**src/vcwd_pkg.sv**
```systemverilog
// Constants for the serial volume control word decoder.
// Assumes a single system clock domain that samples the serial pins.
package vcwd_pkg;
    localparam int unsigned BYTE_BITS = 8;
    localparam int unsigned MASTER_BITS = 7;
    localparam int unsigned CHAN_BITS = 5;
    localparam int unsigned NUM_CHAN = 6;
    localparam int unsigned SEL_BITS = 3;
    localparam logic [SEL_BITS-1:0] SEL_MASTER = 3'h0;
    localparam logic [SEL_BITS-1:0] SEL_NONE = 3'h7;
    // Reset values: full attenuation, least channel gain
    localparam logic [MASTER_BITS-1:0] MASTER_RESET = 7'h00;
    localparam logic [CHAN_BITS-1:0] CHAN_RESET = 5'h1F;
    localparam logic [CHAN_BITS-1:0] CHAN_CENTRE = 5'h10;
    localparam logic [2:0] BIT_COUNT_RESET = 3'h0;
    // Idle level of every serial pin, also the synchroniser reset value
    localparam logic PIN_IDLE = 1'h1;
endpackage : vcwd_pkg
```
**src/vcwd_decoder.sv**
```systemverilog
// Serial control word decoder: shift register, holding register, DAC settings.
// Assumes serial pins are asynchronous to clk and far slower (at least 4 clk per half period).
`timescale 1ns/1ps

// Notes on behaviour
// - The master code is an attenuation common to all channels, 0 down to -127 dB in 1 dB steps.
// - Each channel code adds gain to its own channel only, 0 to 31 dB in 1 dB steps.
// - Codes run inverse to level: master 7F is 0 dB, channel 00 is +31 dB and 1F is 0 dB.
// - The low three address bits pick master, channel one to six, or nothing for 111.
// - The master setting scales all six channels ahead of each channel's own gain.
// - An update is an address byte with MSB high followed by a data byte with MSB low.
// - While shift enable is low, data enters MSB first on each falling serial clock edge.
// - The holding register loads only on the rising edge of the load strobe.
module vcwd_decoder (
    input wire logic clk,
    input wire logic resetn,
    input wire logic serialClk,
    input wire logic serialData,
    input wire logic shiftEnable_n,
    input wire logic load_strobe_n,
    output logic [vcwd_pkg::MASTER_BITS-1:0] masterAtten,
    output logic [vcwd_pkg::NUM_CHAN*vcwd_pkg::CHAN_BITS-1:0] chanGain,
    output logic [vcwd_pkg::SEL_BITS-1:0] selectedDac,
    output logic addrValid
);
    import vcwd_pkg::*;

    // ==========================================================
    // Pin synchronisers
    // All four pins idle high, so the flops reset high and no
    // false edge appears when reset lifts.
    logic [3:0] pinRaw;
    logic [3:0] pinSync;
    logic sclkS;
    logic dataS;
    logic wrnS;
    logic ldnS;

    assign pinRaw = {serialClk, serialData, shiftEnable_n, load_strobe_n};

    genvar gp;
    generate
        for (gp = 0; gp < 4; gp++) begin : gPin
            vcwd_sync2 #(
                .RESET_VAL(PIN_IDLE)
            ) uSync (
                .clk(clk),
                .resetn(resetn),
                .pinIn(pinRaw[gp]),
                .pinOut(pinSync[gp])
            );
        end
    endgenerate

    assign sclkS = pinSync[3];
    assign dataS = pinSync[2];
    assign wrnS = pinSync[1];
    assign ldnS = pinSync[0];

    // ==========================================================
    // Edge detectors
    // Clock and strobe share the same sync depth, so the last shift
    // always lands before the strobe edge is seen.
    logic sclkFall;
    logic ldRise;

    vcwd_edge_detect #(
        .IDLE(PIN_IDLE)
    ) uSclkEdge (
        .clk(clk),
        .resetn(resetn),
        .level(sclkS),
        .rise(),
        .fall(sclkFall)
    );

    vcwd_edge_detect #(
        .IDLE(PIN_IDLE)
    ) uLoadEdge (
        .clk(clk),
        .resetn(resetn),
        .level(ldnS),
        .rise(ldRise),
        .fall()
    );

    // ==========================================================
    // Shift register
    // No bit counter: only the last eight bits before the strobe count.
    logic [BYTE_BITS-1:0] shift_q;

    always_ff @(posedge clk) begin
        if (!resetn) begin
            shift_q <= '0;
        end else if (sclkFall && !wrnS) begin
            shift_q <= {shift_q[BYTE_BITS-2:0], dataS};
        end
    end

    // ==========================================================
    // Byte phase
    // MSB of the latched byte tells address from data.
    typedef enum logic [1:0] {
        PH_NO_ADDR = 2'h1,
        PH_ADDR_HELD = 2'h2
    } vcwd_phase_e;

    vcwd_phase_e phase_q;
    logic addrLoad;
    logic dataLoad;

    assign addrLoad = ldRise && shift_q[BYTE_BITS-1];
    assign dataLoad = ldRise && !shift_q[BYTE_BITS-1]
                      && (phase_q == PH_ADDR_HELD);

    // Address persists so several data bytes may follow one address
    always_ff @(posedge clk) begin
        if (!resetn) begin
            phase_q <= PH_NO_ADDR;
        end else begin
            unique case (phase_q)
                PH_NO_ADDR: begin
                    if (addrLoad) begin
                        phase_q <= PH_ADDR_HELD;
                    end
                end
                PH_ADDR_HELD: begin
                    phase_q <= PH_ADDR_HELD;
                end
                default: begin
                    phase_q <= PH_NO_ADDR;
                end
            endcase
        end
    end

    logic [SEL_BITS-1:0] sel_q;

    always_ff @(posedge clk) begin
        if (!resetn) begin
            sel_q <= SEL_NONE;
        end else if (addrLoad) begin
            sel_q <= shift_q[SEL_BITS-1:0];
        end
    end

    // ==========================================================
    // DAC code registers
    // Codes are kept as written; the analog side reads them inverted.
    logic masterWe;
    logic [NUM_CHAN-1:0] chanWe;
    logic [MASTER_BITS-1:0] masterCode;
    logic [CHAN_BITS-1:0] chanCode [NUM_CHAN];

    assign masterWe = dataLoad && (sel_q == SEL_MASTER);

    vcwd_code_reg #(
        .WIDTH(MASTER_BITS),
        .RESET_VAL(MASTER_RESET)
    ) uMaster (
        .clk(clk),
        .resetn(resetn),
        .load(masterWe),
        .codeIn(shift_q[MASTER_BITS-1:0]),
        .code(masterCode)
    );

    // Select codes 1..6 map to channels 0..5; code 7 matches none
    genvar gi;
    generate
        for (gi = 0; gi < NUM_CHAN; gi++) begin : gChan
            assign chanWe[gi] = dataLoad && (sel_q == SEL_BITS'(gi + 1));

            vcwd_code_reg #(
                .WIDTH(CHAN_BITS),
                .RESET_VAL(CHAN_RESET)
            ) uChan (
                .clk(clk),
                .resetn(resetn),
                .load(chanWe[gi]),
                .codeIn(shift_q[CHAN_BITS-1:0]),
                .code(chanCode[gi])
            );
        end
    endgenerate

    // ==========================================================
    // Outputs
    // One master code feeds every channel's summing node.
    always_ff @(posedge clk) begin
        if (!resetn) begin
            masterAtten <= MASTER_RESET;
            chanGain <= {NUM_CHAN{CHAN_RESET}};
            selectedDac <= SEL_NONE;
            addrValid <= 1'b0;
        end else begin
            masterAtten <= masterCode;
            for (int i = 0; i < NUM_CHAN; i++) begin
                chanGain[i*CHAN_BITS +: CHAN_BITS] <= chanCode[i];
            end
            selectedDac <= sel_q;
            addrValid <= (phase_q == PH_ADDR_HELD);
        end
    end
endmodule : vcwd_decoder

// ==========================================================
// Two-flop synchroniser for one pin
module vcwd_sync2 #(
    parameter logic RESET_VAL = 1'h1
) (
    input wire logic clk,
    input wire logic resetn,
    input wire logic pinIn,
    output logic pinOut
);
    logic meta_q;

    always_ff @(posedge clk) begin
        if (!resetn) begin
            meta_q <= RESET_VAL;
            pinOut <= RESET_VAL;
        end else begin
            meta_q <= pinIn;
            pinOut <= meta_q;
        end
    end
endmodule : vcwd_sync2

// ==========================================================
// Edge detector on a synchronised level
module vcwd_edge_detect #(
    parameter logic IDLE = 1'h1
) (
    input wire logic clk,
    input wire logic resetn,
    input wire logic level,
    output logic rise,
    output logic fall
);
    logic prev_q;

    always_ff @(posedge clk) begin
        if (!resetn) begin
            prev_q <= IDLE;
        end else begin
            prev_q <= level;
        end
    end

    assign rise = !prev_q && level;
    assign fall = prev_q && !level;
endmodule : vcwd_edge_detect

// ==========================================================
// Loadable code register for one DAC
module vcwd_code_reg #(
    parameter int unsigned WIDTH = 5,
    parameter logic [WIDTH-1:0] RESET_VAL = '0
) (
    input wire logic clk,
    input wire logic resetn,
    input wire logic load,
    input wire logic [WIDTH-1:0] codeIn,
    output logic [WIDTH-1:0] code
);
    always_ff @(posedge clk) begin
        if (!resetn) begin
            code <= RESET_VAL;
        end else if (load) begin
            code <= codeIn;
        end
    end
endmodule : vcwd_code_reg

```
**config.mk**
```make
export PLATFORM = sky130hd
export DESIGN_NAME = vcwd_decoder
export DESIGN_NICKNAME = d
export VERILOG_FILES = /design/src/vcwd_pkg.sv /design/src/vcwd_decoder.sv
export SDC_FILE = /design/constraint.sdc
export NUM_CORES = 1
export LEC_CHECK = 0
export BUFFER_PORTS_ARGS = -buffer_cell sky130_fd_sc_hd__buf_2
export CORE_MARGIN = 4
export CORE_UTILIZATION = 55
export DETAILED_ROUTE_END_ITERATION = 7
export GPL_TIMING_DRIVEN = 0
export PLACE_DENSITY = 0.77
export SLEW_MARGIN = 20
export SYNTH_ARGS = -nofsm -noshare
export SYNTH_HDL_FRONTEND = slang
export SYNTH_SLANG_ARGS = --single-unit
export TNS_END_PERCENT = 1
```
**constraint.sdc**
```tcl
create_clock -name clk -period 2 [get_ports clk]
set_clock_uncertainty 0.2 [all_clocks]
set_input_delay 0.4 -clock clk [delete_from_list [all_inputs] [get_ports clk]]
set_output_delay 0.4 -clock clk [all_outputs]
set_load 0.01 [all_outputs]
```
==> results_tabular.tex, run 1 <==
\begin{tabular}{lr}
\hline
Metric & Value \\
\hline
\multicolumn{2}{l}{\textbf{Routing}} \\
\quad Detailed Routing Iterations Pass 1 & 4 \\
\quad DRC marker count from the first detailed-route iteration & 71 \\
\quad Amount of wire on met2 after detailed routing & 2.459 mm \\
\quad Met3 routed WL & 263 um \\
\quad Number of nets with antenna violations after detailed routing & 0 \\
\quad Wire length on met1 & 2.446 mm \\
\quad Detailed-route wire length per cell & 12.18 um \\
\quad Number of DRC violations after detailed routing & 0 \\
\quad Detailed-route wire length & 5.276 mm \\
\quad Max layer used & met4 \\
\quad Vias after detailed routing & 2009 \\
\quad Average via count per standard cell & 4.640 \\
\multicolumn{2}{l}{\textbf{Critical path}} \\
\quad Worst reg-to-reg setup slack & 0.10 ns \\
\quad Critical path's top delay family & simple AND/OR/NAND/NOR gates \\
\quad Critical path cell sequence & inv\_1 > ha\_1 > nand4bb\_4 > or4b\_4 > buf\_6 > mux2i\_1 \\
\quad Critical Path Max Stage Delay & 0.53 ns \\
\quad Highest-delay cell along the critical path & sky130\_fd\_sc\_hd\_\_or4b\_4 \\
\quad R2R cell count & 6 \\
\quad Sort of element at the end of the critical path & flop \\
\quad Arr. time, crit path & 1.92 ns \\
\quad Worst Setup Path Type & flop to flop \\
\quad Buffer and inverter count on the worst path & 2 \\
\quad Critical register-to-register path endpoint & gChan[1].uChan.code[4] \\
\quad Worst EP required & 2.02 ns \\
\quad CP startpoint kind & flop \\
\quad Launch point of the worst reg-to-reg path & phase\_q[0] \\
\quad Worst-path fanout max & 5 \\
\multicolumn{2}{l}{\textbf{Synthesis}} \\
\quad Synth warn & 0 \\
\quad Dominant combinational cell family by area after synthesis & simple AND/OR/NAND/NOR gates \\
\quad Post-Synthesis Net Count & 305 \\
\quad Fraction of synthesized cell area in xor and xnor cells & 0\% \\
\quad Count of different cell masters after synthesis & 25 \\
\quad Mean Syn Cell Area & 11.21 sq um \\
\quad Synth Instances & 297 \\
\quad Post-synth design cell area & 3329 sq um \\
\quad Adder and majority gate portion of the synthesized area & 0.7516\% \\
\quad Flip-flop and latch count after synthesis & 101 \\
\quad Sequential fraction of the synthesis area & 60.73\% \\
\quad Main flop type after synthesis & sky130\_fd\_sc\_hd\_\_dfxtp\_1 \\
\quad Post-synthesis simple-gate area fraction & 16.76\% \\
\quad Compound-gate portion of the synthesized area & 0.7140\% \\
\quad Mux cell area share after synthesis & 14.43\% \\
\quad Number of enable-type register cells in the synthesized netlist & 0 \\
\quad Share of flip-flops with an asynchronous set or reset after synthesis & 0\% \\
\multicolumn{2}{l}{\textbf{Floorplanning}} \\
\quad Horizontal extent of the die & 85.81 um \\
\quad Starting density of the core & 56.57\% \\
\quad Floorplan core area & 5886 sq um \\
\quad Top-level port count & 47 \\
\quad Y dimension of the die & 85.81 um \\
\quad Die Area & 7363 sq um \\
\quad Core Rows & 28 \\
\multicolumn{2}{l}{\textbf{Power and ir drop}} \\
\quad Flop pwr share & 57.9\% \\
\quad Switching power of the nets & 0.0007510 W \\
\quad Leak pwr & 1.611 nW \\
\quad Clock share of power & 38.6\% \\
\quad Sw frac & 21.19\% \\
\quad Pwr/cell area & 917.1 nW/um\^{}2 \\
\quad Max IR drop VDD & 469.1 uV \\
\quad Logic gate share of total power & 3.5\% \\
\quad Internal Dissipation & 0.002793 W \\
\multicolumn{2}{l}{\textbf{Finish}} \\
\quad Proportion of layout cells with a drive suffix above 1 & 19.55\% \\
\quad Core utilization of the finished layout & 65.65\% \\
\quad Leading cell types in the layout, fill and taps excluded & 101 x sky130\_fd\_sc\_hd\_\_dfxtp\_1, 50 x sky130\_fd\_sc\_hd\_\_buf\_2, 48 x sky130\_fd\_sc\_hd\_\_mux2i\_1 \\
\quad Most common cell after layout, fill and taps aside & sky130\_fd\_sc\_hd\_\_dfxtp\_1 \\
\quad Net total in the final layout & 361 \\
\quad Antenna diode instance count & 0 \\
\quad Area growth, synth to finish & 16.05\% \\
\multicolumn{2}{l}{\textbf{CTS}} \\
\quad Clock tree from TritonCTS & yes \\
\quad Clock H-tree levels & 3 \\
\quad Post-CTS Hold Fix Bufs & 0 \\
\quad Max Buffers Root-to-Sink & 2 \\
\quad Clock Latency Late Sink & 0.35 ns \\
\quad Root buffer cell & sky130\_fd\_sc\_hd\_\_clkbuf\_8 \\
\quad Number of buffers added by the clock tree synthesis step & 9 \\
\quad PostCTS Resize Cnt & 0 \\
\quad Number of sinks on the clock net & 101 \\
\quad Setup fix buffers added after clock tree synthesis & 0 \\
\quad Clock slew seen by the registers of the worst setup and hold paths & 0.09 ns \\
\multicolumn{2}{l}{\textbf{Timing}} \\
\quad Part of the cycle the worst path needs & 94.98\% \\
\quad Final Hold Violating Endpoints & 0 \\
\quad Worst Max-Slew Pin Slew & 0.7320 ns \\
\quad Number of slew-limit violations in the final report & 0 \\
\quad Final setup TNS & 0 ns \\
\quad Fmax & 0.5264 GHz \\
\quad Count of final setup violators & 0 \\
\quad Minimum period implied by the final worst setup slack & 1.900 ns \\
\quad Final worst hold slack & 0.01976 ns \\
\quad Setup repair after global routing missed its margin & false \\
\quad Max\_slew headroom & 51.10\% \\
\multicolumn{2}{l}{\textbf{Global routing}} \\
\quad Number of global-route vias before repair & 1958 \\
\quad GR Overflow Total & 0 \\
\quad Pin count of the biggest net entering global routing & 17 \\
\quad Global Route Usage Sum & 15.45\% \\
\quad Wire length of the first global-routing pass & 8.845 mm \\
\quad Antenna violations before repair & 0 \\
\multicolumn{2}{l}{\textbf{Worst hold path}} \\
\quad Worst hold path type & primary input to flop \\
\quad Hold path start & load\_strobe\_n \\
\quad Cell depth of the worst hold path & 2 \\
\quad Worst hold endpoint & gPin[0].uSync.meta\_q \\
\multicolumn{2}{l}{\textbf{Status}} \\
\quad Run status & finished clean \\
\multicolumn{2}{l}{\textbf{Flow run}} \\
\quad Max-cap violations & 0 \\
\multicolumn{2}{l}{\textbf{Placement}} \\
\quad Placer congestion estimate & 0.7599 \\
\quad Count of input and output buffers & 45 \\
\quad Hpwl dp & 3.644 mm \\
\hline
\end{tabular}
-- cells in the mapped netlist, types with 2 or more instances --
master	count	area (sq um)
sky130_fd_sc_hd__ha_1	2	25.02
sky130_fd_sc_hd__and4b_1	2	20.02
sky130_fd_sc_hd__dfxtp_1	101	2022
sky130_fd_sc_hd__inv_1	40	150.1
sky130_fd_sc_hd__nor2b_1	43	269.0
sky130_fd_sc_hd__nand3b_1	2	15.01
sky130_fd_sc_hd__clkbuf_1	9	33.78
sky130_fd_sc_hd__mux2i_1	48	480.5
sky130_fd_sc_hd__buf_2	5	25.02
sky130_fd_sc_hd__nand2_1	18	67.56
sky130_fd_sc_hd__nand2b_1	13	81.33
-- state kept, by name, summed over array words and instances, names as in the netlist --
register / cells
gPin.uSync.meta_q: 4
masterAtten: 7
shift_q: 8
chanGain: 30
sel_q: 3
uSclkEdge.prev_q: 1
uLoadEdge.prev_q: 1
selectedDac: 3
gPin.uSync.pinOut: 4
phase_q: 2
gChan.uChan.code: 30
uMaster.code: 7
addrValid: 1
-- logic make-up after synthesis --
| logic type | count (synthesis) |
|---|---|
| fa+ha+maj | 2 |
| buf+inv | 55 |
| mux | 48 |
| flops | 101 |
| simple gates | 88 |
| compound gates | 3 |
-- through the flow --
stage                     instance area [sq um]  worst slack [ns]  std cells  power [W]
after CTS                                  3864           0.08572        433   0.003570
after global placement                     3649            0.1122        417   0.002216
after global routing                       3864         0.0009310        433   0.003666
final                                      3864            0.1004        433   0.003544
after floorplan                            3329            0.2266        297   0.002187
after detailed placement                   3649           0.09591        417   0.002225
-- routing by layer --
layer	global-route usage [%]	up-vias
met2	25.99	36
met3	3.362	10
met1	18.46	924
li1	-	1039
met5	0	-
met4	8.201	0
-- worst max path at each step --
stage                    start                endpoint  slack [ns]  depth (start not counted)
floorplan           phase_q[0]  gChan[1].uChan.code[0]        0.23                          6
global placement        resetn  gChan[2].uChan.code[4]        0.11                          3
detailed placement      resetn  gChan[4].uChan.code[4]         0.1                          3
CTS                 phase_q[0]  gChan[1].uChan.code[4]        0.09                          6
global route        phase_q[0]  gChan[0].uChan.code[2]      0.0009                          6
finish              phase_q[0]  gChan[1].uChan.code[4]        0.10                          6
-- power by group through the flow --
stage | clock network, W | logic [W] | registers [W]
floorplan | 0 | 0.0000918 | 0.00210
global placement | 0 | 0.000120 | 0.00210
CTS | 0.00139 | 0.000128 | 0.00205
global route | 0.00147 | 0.000141 | 0.00205
detailed placement | 0 | 0.000128 | 0.00210
finish | 0.00137 | 0.000126 | 0.00205
-- area by class of cell --
cell class | instances | area [sq um]
Buffer | 15 | 70.07
Clock buffer | 10 | 127.6
Clock inverter | 6 | 87.58
Fill cell | 476 | 2022
Inverter | 40 | 150.1
Multi-Input combinational cell | 141 | 1087
Sequential cell | 101 | 2022
Tap cell | 75 | 93.84
Timing Repair Buffer | 45 | 225.2
Note: power is estimated with default switching activity, not from simulation.
==> run 2: changes to the inputs <==
--- a/config.mk
+++ b/config.mk
@@ -6,11 +6,12 @@
 export NUM_CORES = 1
 export LEC_CHECK = 0
 export BUFFER_PORTS_ARGS = -buffer_cell sky130_fd_sc_hd__buf_2
+export CORE_ASPECT_RATIO = 0.75
 export CORE_MARGIN = 4
 export CORE_UTILIZATION = 55
 export DETAILED_ROUTE_END_ITERATION = 7
 export GPL_TIMING_DRIVEN = 0
-export PLACE_DENSITY = 0.77
+export PLACE_DENSITY_LB_ADDON = 0.15
 export SLEW_MARGIN = 20
 export SYNTH_ARGS = -nofsm -noshare
 export SYNTH_HDL_FRONTEND = slang
==> run 2 against run 1 <==
Combinational power barely moved. Via count is essentially flat. Sequential cell count is the same. Sequential share of layout area about the same. Worst hold slack got worse by 0.0037 ns. Core utilization increased by 0.29 points. First-iteration DRC count grew 41%. Largest cell class unchanged. Worst setup slack better by 0.0011 ns. Largest power group unchanged. Critical path depth did not move. Total power shrank 2.3%.
==> results_tabular.tex, run 2 (same netlist as run 1, synthesis figures left out) <==
\begin{tabular}{lr}
\hline
Metric & Value \\
\hline
\multicolumn{2}{l}{\textbf{CTS}} \\
\quad Root buffer cell & sky130\_fd\_sc\_hd\_\_clkbuf\_8 \\
\quad Clock Latency Late Sink & 0.36 ns (about the same) \\
\quad Max Buffers Root-to-Sink & 2 (unchanged) \\
\quad Setup fix buffers added after clock tree synthesis & 0 (unchanged) \\
\quad Clock slew seen by the registers of the worst setup and hold paths & 0.09 ns (about the same) \\
\quad Number of sinks on the clock net & 101 (unchanged) \\
\quad Post-CTS Hold Fix Bufs & 0 (unchanged) \\
\quad Clock H-tree levels & 3 (unchanged) \\
\quad Clock tree from TritonCTS & yes \\
\quad Number of buffers added by the clock tree synthesis step & 9 (unchanged) \\
\quad PostCTS Resize Cnt & 0 (unchanged) \\
\multicolumn{2}{l}{\textbf{Finish}} \\
\quad Leading cell types in the layout, fill and taps excluded & 101 x sky130\_fd\_sc\_hd\_\_dfxtp\_1, 50 x sky130\_fd\_sc\_hd\_\_buf\_2, 48 x sky130\_fd\_sc\_hd\_\_mux2i\_1 \\
\quad Final cell count without fillers & 436 (+0.69\%) \\
\quad Antenna diode instance count & 0 (unchanged) \\
\quad Most common cell after layout, fill and taps aside & sky130\_fd\_sc\_hd\_\_dfxtp\_1 \\
\quad Registers with the most flip-flops & chanGain (30), gChan.uChan.code (30), shift\_q (8) \\
\quad Area growth, synth to finish & 15.97\% (about the same) \\
\quad Proportion of layout cells with a drive suffix above 1 & 20.11\% (+0.56 points) \\
\quad Net total in the final layout & 361 (unchanged) \\
\quad Final Cell Area & 3861 sq um (about the same) \\
\quad Number of filler cells placed in the layout & 485 (+1.9\%) \\
\multicolumn{2}{l}{\textbf{Timing}} \\
\quad Number of slew-limit violations in the final report & 0 (unchanged) \\
\quad Minimum period implied by the final worst setup slack & 1.899 ns (-0.001082 ns) \\
\quad Setup repair after global routing missed its margin & false \\
\quad Final setup TNS & 0 ns (unchanged) \\
\quad Worst Max-Slew Pin Slew & 0.6626 ns (-0.06942 ns) \\
\quad Post-route worst setup slack & 0.1015 ns (+0.001082 ns) \\
\quad Part of the cycle the worst path needs & 94.93\% (about the same) \\
\quad Fmax & 0.5267 GHz (about the same) \\
\quad Count of final setup violators & 0 (unchanged) \\
\quad Final Hold Violating Endpoints & 0 (unchanged) \\
\quad Max\_slew headroom & 55.74\% (+4.6 points) \\
\multicolumn{2}{l}{\textbf{Routing}} \\
\quad Average via count per standard cell & 4.610 (-0.64\%) \\
\quad Detailed Routing Iterations Pass 1 & 4 (unchanged) \\
\quad DRC marker count from the first detailed-route iteration & 100 (+41\%) \\
\quad Number of DRC violations after detailed routing & 0 (unchanged) \\
\quad Number of nets with antenna violations after detailed routing & 0 (unchanged) \\
\quad Detailed-route wire length per cell & 12.24 um (+0.48\%) \\
\quad Detailed-route wire length & 5.338 mm (+1.2\%) \\
\quad Vias after detailed routing & 2010 (+0.050\%) \\
\multicolumn{2}{l}{\textbf{Global routing}} \\
\quad Antenna violations before repair & 0 (unchanged) \\
\quad Global Route Usage Sum & 15.70\% (+0.25 points) \\
\quad Number of global-route vias before repair & 1931 (-1.4\%) \\
\quad GR Overflow Total & 0 (unchanged) \\
\quad Wire length of the first global-routing pass & 8.935 mm (+1.0\%) \\
\quad Pin count of the biggest net entering global routing & 19 (+2) \\
\multicolumn{2}{l}{\textbf{Critical path}} \\
\quad Worst Setup Path Type & flop to flop \\
\quad Critical path cell sequence & inv\_1 > ha\_2 > nand4bb\_4 > or4b\_1 > buf\_2 > mux2i\_1 \\
\quad Sort of element at the end of the critical path & flop \\
\quad CP startpoint kind & flop \\
\quad Arr. time, crit path & 1.93 ns (about the same) \\
\quad R2R cell count & 6 (unchanged) \\
\quad Highest-delay cell along the critical path & sky130\_fd\_sc\_hd\_\_or4b\_1 \\
\quad Worst EP required & 2.03 ns (about the same) \\
\quad Worst-path fanout max & 5 (unchanged) \\
\quad Critical Path Max Stage Delay & 0.49 ns (-0.04 ns) \\
\multicolumn{2}{l}{\textbf{Placement}} \\
\quad Minimum setup slack after placement & 0.08165 ns (-0.01426 ns) \\
\quad Standard cell area after detailed placement & 3652 sq um (+0.10\%) \\
\quad Placed Instances & 420 (+0.72\%) \\
\quad Placer congestion estimate & 0.7461 (-1.8\%) \\
\quad Count of input and output buffers & 45 (unchanged) \\
\quad Hpwl dp & 3.783 mm (+3.8\%) \\
\multicolumn{2}{l}{\textbf{Floorplanning}} \\
\quad Y dimension of the die & 75.38 um (-12\%) \\
\quad Starting density of the core & 56.86\% (+0.29 points) \\
\quad Top-level port count & 47 (unchanged) \\
\quad Die Area & 7375 sq um (+0.17\%) \\
\quad Core Rows & 24 (-14\%) \\
\quad Horizontal extent of the die & 97.84 um (+14\%) \\
\quad Floorplan core area & 5856 sq um (-0.51\%) \\
\multicolumn{2}{l}{\textbf{Power and ir drop}} \\
\quad Pwr/cell area & 896.5 nW/um\^{}2 (-2.3\%) \\
\quad Max IR drop VDD & 459.8 uV (-2.0\%) \\
\quad Post-layout total power & 0.003461 W (-2.3\%) \\
\quad Leak pwr & 1.613 nW (+0.15\%) \\
\multicolumn{2}{l}{\textbf{Worst hold path}} \\
\quad Worst hold path type & primary input to flop \\
\quad Cell depth of the worst hold path & 2 (unchanged) \\
\multicolumn{2}{l}{\textbf{Status}} \\
\quad Run status & finished clean \\
\multicolumn{2}{l}{\textbf{Flow run}} \\
\quad Max-cap violations & 0 (unchanged) \\
\hline
\end{tabular}
[run 2: changes by cell type in the layout (fill, tap and decap cells not counted), sizes merged]
cell,change
bufinv,-1
clkinvlp,-2
inv,+2
clkbuf,-1
clkinv,+2
[run 2: final timing paths]
check | slack [ns] | start | to
setup / recovery | 0.10 | phase_q[0] | gChan[0].uChan.code[4]
hold / removal | 0.02 | load_strobe_n | gPin[0].uSync.meta_q
setup reg to reg | 0.10 | phase_q[0] | gChan[0].uChan.code[4]
hold reg to reg | 0.21 | gPin[1].uSync.meta_q | gPin[1].uSync.pinOut
[run 2: area by class of cell]
class                           count  area (sq um)  share of cell area, %
Sequential cell                   101          2022                  52.37
Multi-Input combinational cell    141          1090                  28.22
Timing Repair Buffer               45         225.2                  5.833
Inverter                           40         150.1                  3.889
Clock buffer                        9         123.9                  3.208
Tap cell                           78         97.59                  2.528
Clock inverter                      7         82.58                  2.139
Buffer                             15         70.07                  1.815
[run 2: report_power, final]
| group | leakage [nW] | switching (W) | internal, W |
|---|---|---|---|
| registers | 0.819 | 0.0000141 | 0.00204 |
| clock network | 0.103 | 0.000686 | 0.000597 |
| logic | 0.691 | 0.0000730 | 0.0000558 |
[run 2: worst max-delay path, delay by kind of cell, from the launching register on]
family / cells / cell delay, ns
AND/OR/NAND/NOR: 2 / 0.62
adder cells (fa/ha/maj): 1 / 0.23
buffers and inverters: 2 / 0.26
flip-flops: 1 / 0.32
multiplexers: 1 / 0.13
[run 2: per-stage QoR]
stage / hold WS [ns] / util (%)
floorplan: 0.1863 / -
global placement: 0.1893 / 62.37
CTS: 0.002952 / 65.90
global route: 0.008791 / 65.94
detailed placement: 0.1947 / 62.37
finish: 0.01601 / 65.94
[run 2: metal layers]
layer	global-route usage [%]	wire, um	vias to the layer above
met1	19.60	2582	919
met4	4.762	63	0
met2	25.41	2366	42
met3	6.496	326	7
li1	-	-	1042
met5	0	0	-
==> run 3: changes to the inputs <==
--- a/config.mk
+++ b/config.mk
@@ -8,7 +8,7 @@
 export BUFFER_PORTS_ARGS = -buffer_cell sky130_fd_sc_hd__buf_2
 export CORE_ASPECT_RATIO = 0.75
 export CORE_MARGIN = 4
-export CORE_UTILIZATION = 55
+export CORE_UTILIZATION = 60
 export DETAILED_ROUTE_END_ITERATION = 7
 export GPL_TIMING_DRIVEN = 0
 export PLACE_DENSITY_LB_ADDON = 0.15
==> constraint.sdc (replaced) <==
create_clock -name clk -period 2.29 [get_ports clk]
set_clock_uncertainty 0.2 [all_clocks]
set_input_delay 0.458 -clock clk [delete_from_list [all_inputs] [get_ports clk]]
set_output_delay 0.458 -clock clk [all_outputs]
set_load 0.01 [all_outputs]
==> run 3 against run 2 <==
Highest routed layer unchanged. Maximum frequency shrank 2.4%. Critical endpoint is now gChan[0].uChan.code[3]. Die area down 7.6%. Core utilization grew 6.1 points. Worst hold slack better by 0.052 ns. Design area is 0.16% lower. Register-to-register slack better by 0.24 ns. Combinational power shrank 10%. Sequential power decreased by 13%. Global-route usage up 1.8 points.
==> results_tabular.tex, run 3 (same netlist as run 1, synthesis figures left out) <==
\begin{tabular}{lr}
\hline
Metric & Value \\
\hline
\multicolumn{2}{l}{\textbf{Floorplanning}} \\
\quad Y dimension of the die & 72.51 um (-3.8\%) \\
\quad Horizontal extent of the die & 94.02 um (-3.9\%) \\
\quad Top-level port count & 47 (unchanged) \\
\quad Starting density of the core & 62.20\% (+5.3 points) \\
\quad Die Area & 6817 sq um (-7.6\%) \\
\quad Core Rows & 23 (-4.2\%) \\
\quad Floorplan core area & 5353 sq um (-8.6\%) \\
\multicolumn{2}{l}{\textbf{Placement}} \\
\quad Count of input and output buffers & 45 (unchanged) \\
\quad Placer congestion estimate & 0.7514 (+0.71\%) \\
\quad Hpwl dp & 3.763 mm (-0.53\%) \\
\multicolumn{2}{l}{\textbf{Power and ir drop}} \\
\quad Pwr/cell area & 787.3 nW/um\^{}2 (-12\%) \\
\quad Max IR drop VDD & 501.7 uV (+9.1\%) \\
\quad Post-layout total power & 0.003035 W (-12\%) \\
\quad Leak pwr & 1.615 nW (+0.15\%) \\
\multicolumn{2}{l}{\textbf{Global routing}} \\
\quad Global Route Usage Sum & 17.47\% (+1.8 points) \\
\quad Pin count of the biggest net entering global routing & 18 (-1) \\
\quad GR Overflow Total & 0 (unchanged) \\
\quad Wire length of the first global-routing pass & 8.866 mm (-0.77\%) \\
\quad Antenna violations before repair & 0 (unchanged) \\
\quad Number of global-route vias before repair & 1861 (-3.6\%) \\
\multicolumn{2}{l}{\textbf{Critical path}} \\
\quad Worst-path fanout max & 5 (unchanged) \\
\quad Worst setup path startpoint & phase\_q[0] \\
\quad Critical path cell sequence & inv\_1 > ha\_1 > nand4bb\_4 > or4b\_1 > buf\_2 > mux2i\_1 \\
\quad Buffer and inverter count on the worst path & 2 (unchanged) \\
\quad Highest-delay cell along the critical path & sky130\_fd\_sc\_hd\_\_or4b\_1 \\
\quad Launch point of the worst reg-to-reg path & phase\_q[0] \\
\quad Critical path's top delay family & simple AND/OR/NAND/NOR gates \\
\quad Arr. time, crit path & 1.97 ns (+0.04 ns) \\
\quad Worst EP required & 2.32 ns (+0.29 ns) \\
\quad Sort of element at the end of the critical path & flop \\
\quad Critical Path Max Stage Delay & 0.48 ns (about the same) \\
\quad Worst Setup Path Type & flop to flop \\
\quad Worst reg-to-reg setup slack & 0.35 ns (+0.24 ns) \\
\quad CP startpoint kind & flop \\
\multicolumn{2}{l}{\textbf{Finish}} \\
\quad Antenna diode instance count & 0 (unchanged) \\
\quad Leading cell types in the layout, fill and taps excluded & 101 x sky130\_fd\_sc\_hd\_\_dfxtp\_1, 50 x sky130\_fd\_sc\_hd\_\_buf\_2, 48 x sky130\_fd\_sc\_hd\_\_mux2i\_1 \\
\quad Net total in the final layout & 361 (unchanged) \\
\quad Proportion of layout cells with a drive suffix above 1 & 19.83\% (-0.28 points) \\
\quad Most common cell after layout, fill and taps aside & sky130\_fd\_sc\_hd\_\_dfxtp\_1 \\
\quad Area growth, synth to finish & 15.78\% \\
\quad Registers with the most flip-flops & chanGain (30), gChan.uChan.code (30), shift\_q (8) \\
\multicolumn{2}{l}{\textbf{Timing}} \\
\quad Final setup TNS & 0 ns (unchanged) \\
\quad Max\_slew headroom & 55.80\% (+0.069 points) \\
\quad Minimum period implied by the final worst setup slack & 1.944 ns (+0.04585 ns) \\
\quad Fmax & 0.5143 GHz (-2.4\%) \\
\quad Final Hold Violating Endpoints & 0 (unchanged) \\
\quad Part of the cycle the worst path needs & 84.91\% (-10 points) \\
\quad Count of final setup violators & 0 (unchanged) \\
\quad Final worst hold slack & 0.06757 ns (+0.05155 ns) \\
\quad Number of slew-limit violations in the final report & 0 (unchanged) \\
\quad Worst Max-Slew Pin Slew & 0.6616 ns (-0.001026 ns) \\
\quad Setup repair after global routing missed its margin & false \\
\multicolumn{2}{l}{\textbf{Routing}} \\
\quad Vias after detailed routing & 2013 (+0.15\%) \\
\quad Number of DRC violations after detailed routing & 0 (unchanged) \\
\quad Detailed-route wire length & 5.385 mm (+0.88\%) \\
\quad DRC marker count from the first detailed-route iteration & 71 (-29\%) \\
\quad Average via count per standard cell & 4.649 (+0.84\%) \\
\quad Detailed-route wire length per cell & 12.44 um (+1.6\%) \\
\quad Detailed Routing Iterations Pass 1 & 4 (unchanged) \\
\quad Number of nets with antenna violations after detailed routing & 0 (unchanged) \\
\multicolumn{2}{l}{\textbf{Status}} \\
\quad Run status & finished clean \\
\multicolumn{2}{l}{\textbf{CTS}} \\
\quad Max Buffers Root-to-Sink & 2 (unchanged) \\
\quad Setup fix buffers added after clock tree synthesis & 0 (unchanged) \\
\quad Number of sinks on the clock net & 101 (unchanged) \\
\quad Clock H-tree levels & 3 (unchanged) \\
\quad Post-CTS Hold Fix Bufs & 0 (unchanged) \\
\quad Clock Latency Late Sink & 0.36 ns (about the same) \\
\quad Number of buffers added by the clock tree synthesis step & 9 (unchanged) \\
\quad Clock slew seen by the registers of the worst setup and hold paths & 0.09 ns (about the same) \\
\quad PostCTS Resize Cnt & 0 (unchanged) \\
\quad Root buffer cell & sky130\_fd\_sc\_hd\_\_clkbuf\_8 \\
\quad Clock tree from TritonCTS & yes \\
\multicolumn{2}{l}{\textbf{Worst hold path}} \\
\quad Hold path start & load\_strobe\_n \\
\quad Worst hold path type & primary input to flop \\
\multicolumn{2}{l}{\textbf{Flow run}} \\
\quad Max-cap violations & 0 (unchanged) \\
\hline
\end{tabular}
[run 3: cell count changes in the layout (fill, tap and decap cells not counted)]
cell / before / now
sky130_fd_sc_hd__ha_2: 1 / 0
sky130_fd_sc_hd__clkinv_4: 2 / 1
sky130_fd_sc_hd__inv_8: 2 / 0
sky130_fd_sc_hd__inv_6: 0 / 2
sky130_fd_sc_hd__ha_1: 1 / 2
sky130_fd_sc_hd__clkbuf_8: 9 / 10
[run 3: where the power goes]
group	leakage, nW	switching (W)	internal (W)	total, W
combinational	0.693	0.0000680	0.0000481	0.000116
clock	0.103	0.000587	0.000542	0.00113
sequential	0.819	0.0000118	0.00178	0.00179
[run 3: per-layer routing]
metal,track usage (%),share of wire [%]
met5,0,0
met4,5.769,1.5
met3,7.668,5.8
met2,27.77,45
met1,21.43,48
[run 3: path summary, 6_finish.rpt]
path	to	depth (start not counted)
max reg2reg	gChan[0].uChan.code[3]	6
max	gChan[0].uChan.code[3]	6
min	gPin[0].uSync.meta_q	2
min reg2reg	gPin[0].uSync.pinOut	1
[run 3: worst reg2reg max path, cell delays in order, from the launching register on]
cell and delay, ns:
sky130_fd_sc_hd__dfxtp_1 0.33, sky130_fd_sc_hd__inv_1 0.08, sky130_fd_sc_hd__ha_1 0.26, sky130_fd_sc_hd__nand4bb_4 0.15, sky130_fd_sc_hd__or4b_1 0.48, sky130_fd_sc_hd__buf_2 0.19, sky130_fd_sc_hd__mux2i_1 0.13
[run 3: stage by stage]
stage                     util, %  area, sq um  worst slack [ns]  instances
after CTS                   72.02         3855            0.3338        433
after global placement      68.16         3649            0.4141        417
after global routing        72.02         3855            0.2201        433
final                       72.02         3855            0.3456        433
after floorplan                 -         3329            0.5166        297
after detailed placement    68.16         3649            0.3599        417
[run 3: cell type report]
cell class / instances / area, sq um
flip-flops and latches: 101 / 2022
multi-input cells: 141 / 1087
repair buffers: 45 / 225.2
inverters: 40 / 150.1
fillers: 430 / 1498
clock inverters: 6 / 68.82
well taps: 75 / 93.84
clock buffers: 10 / 137.6
plain buffers: 15 / 70.07
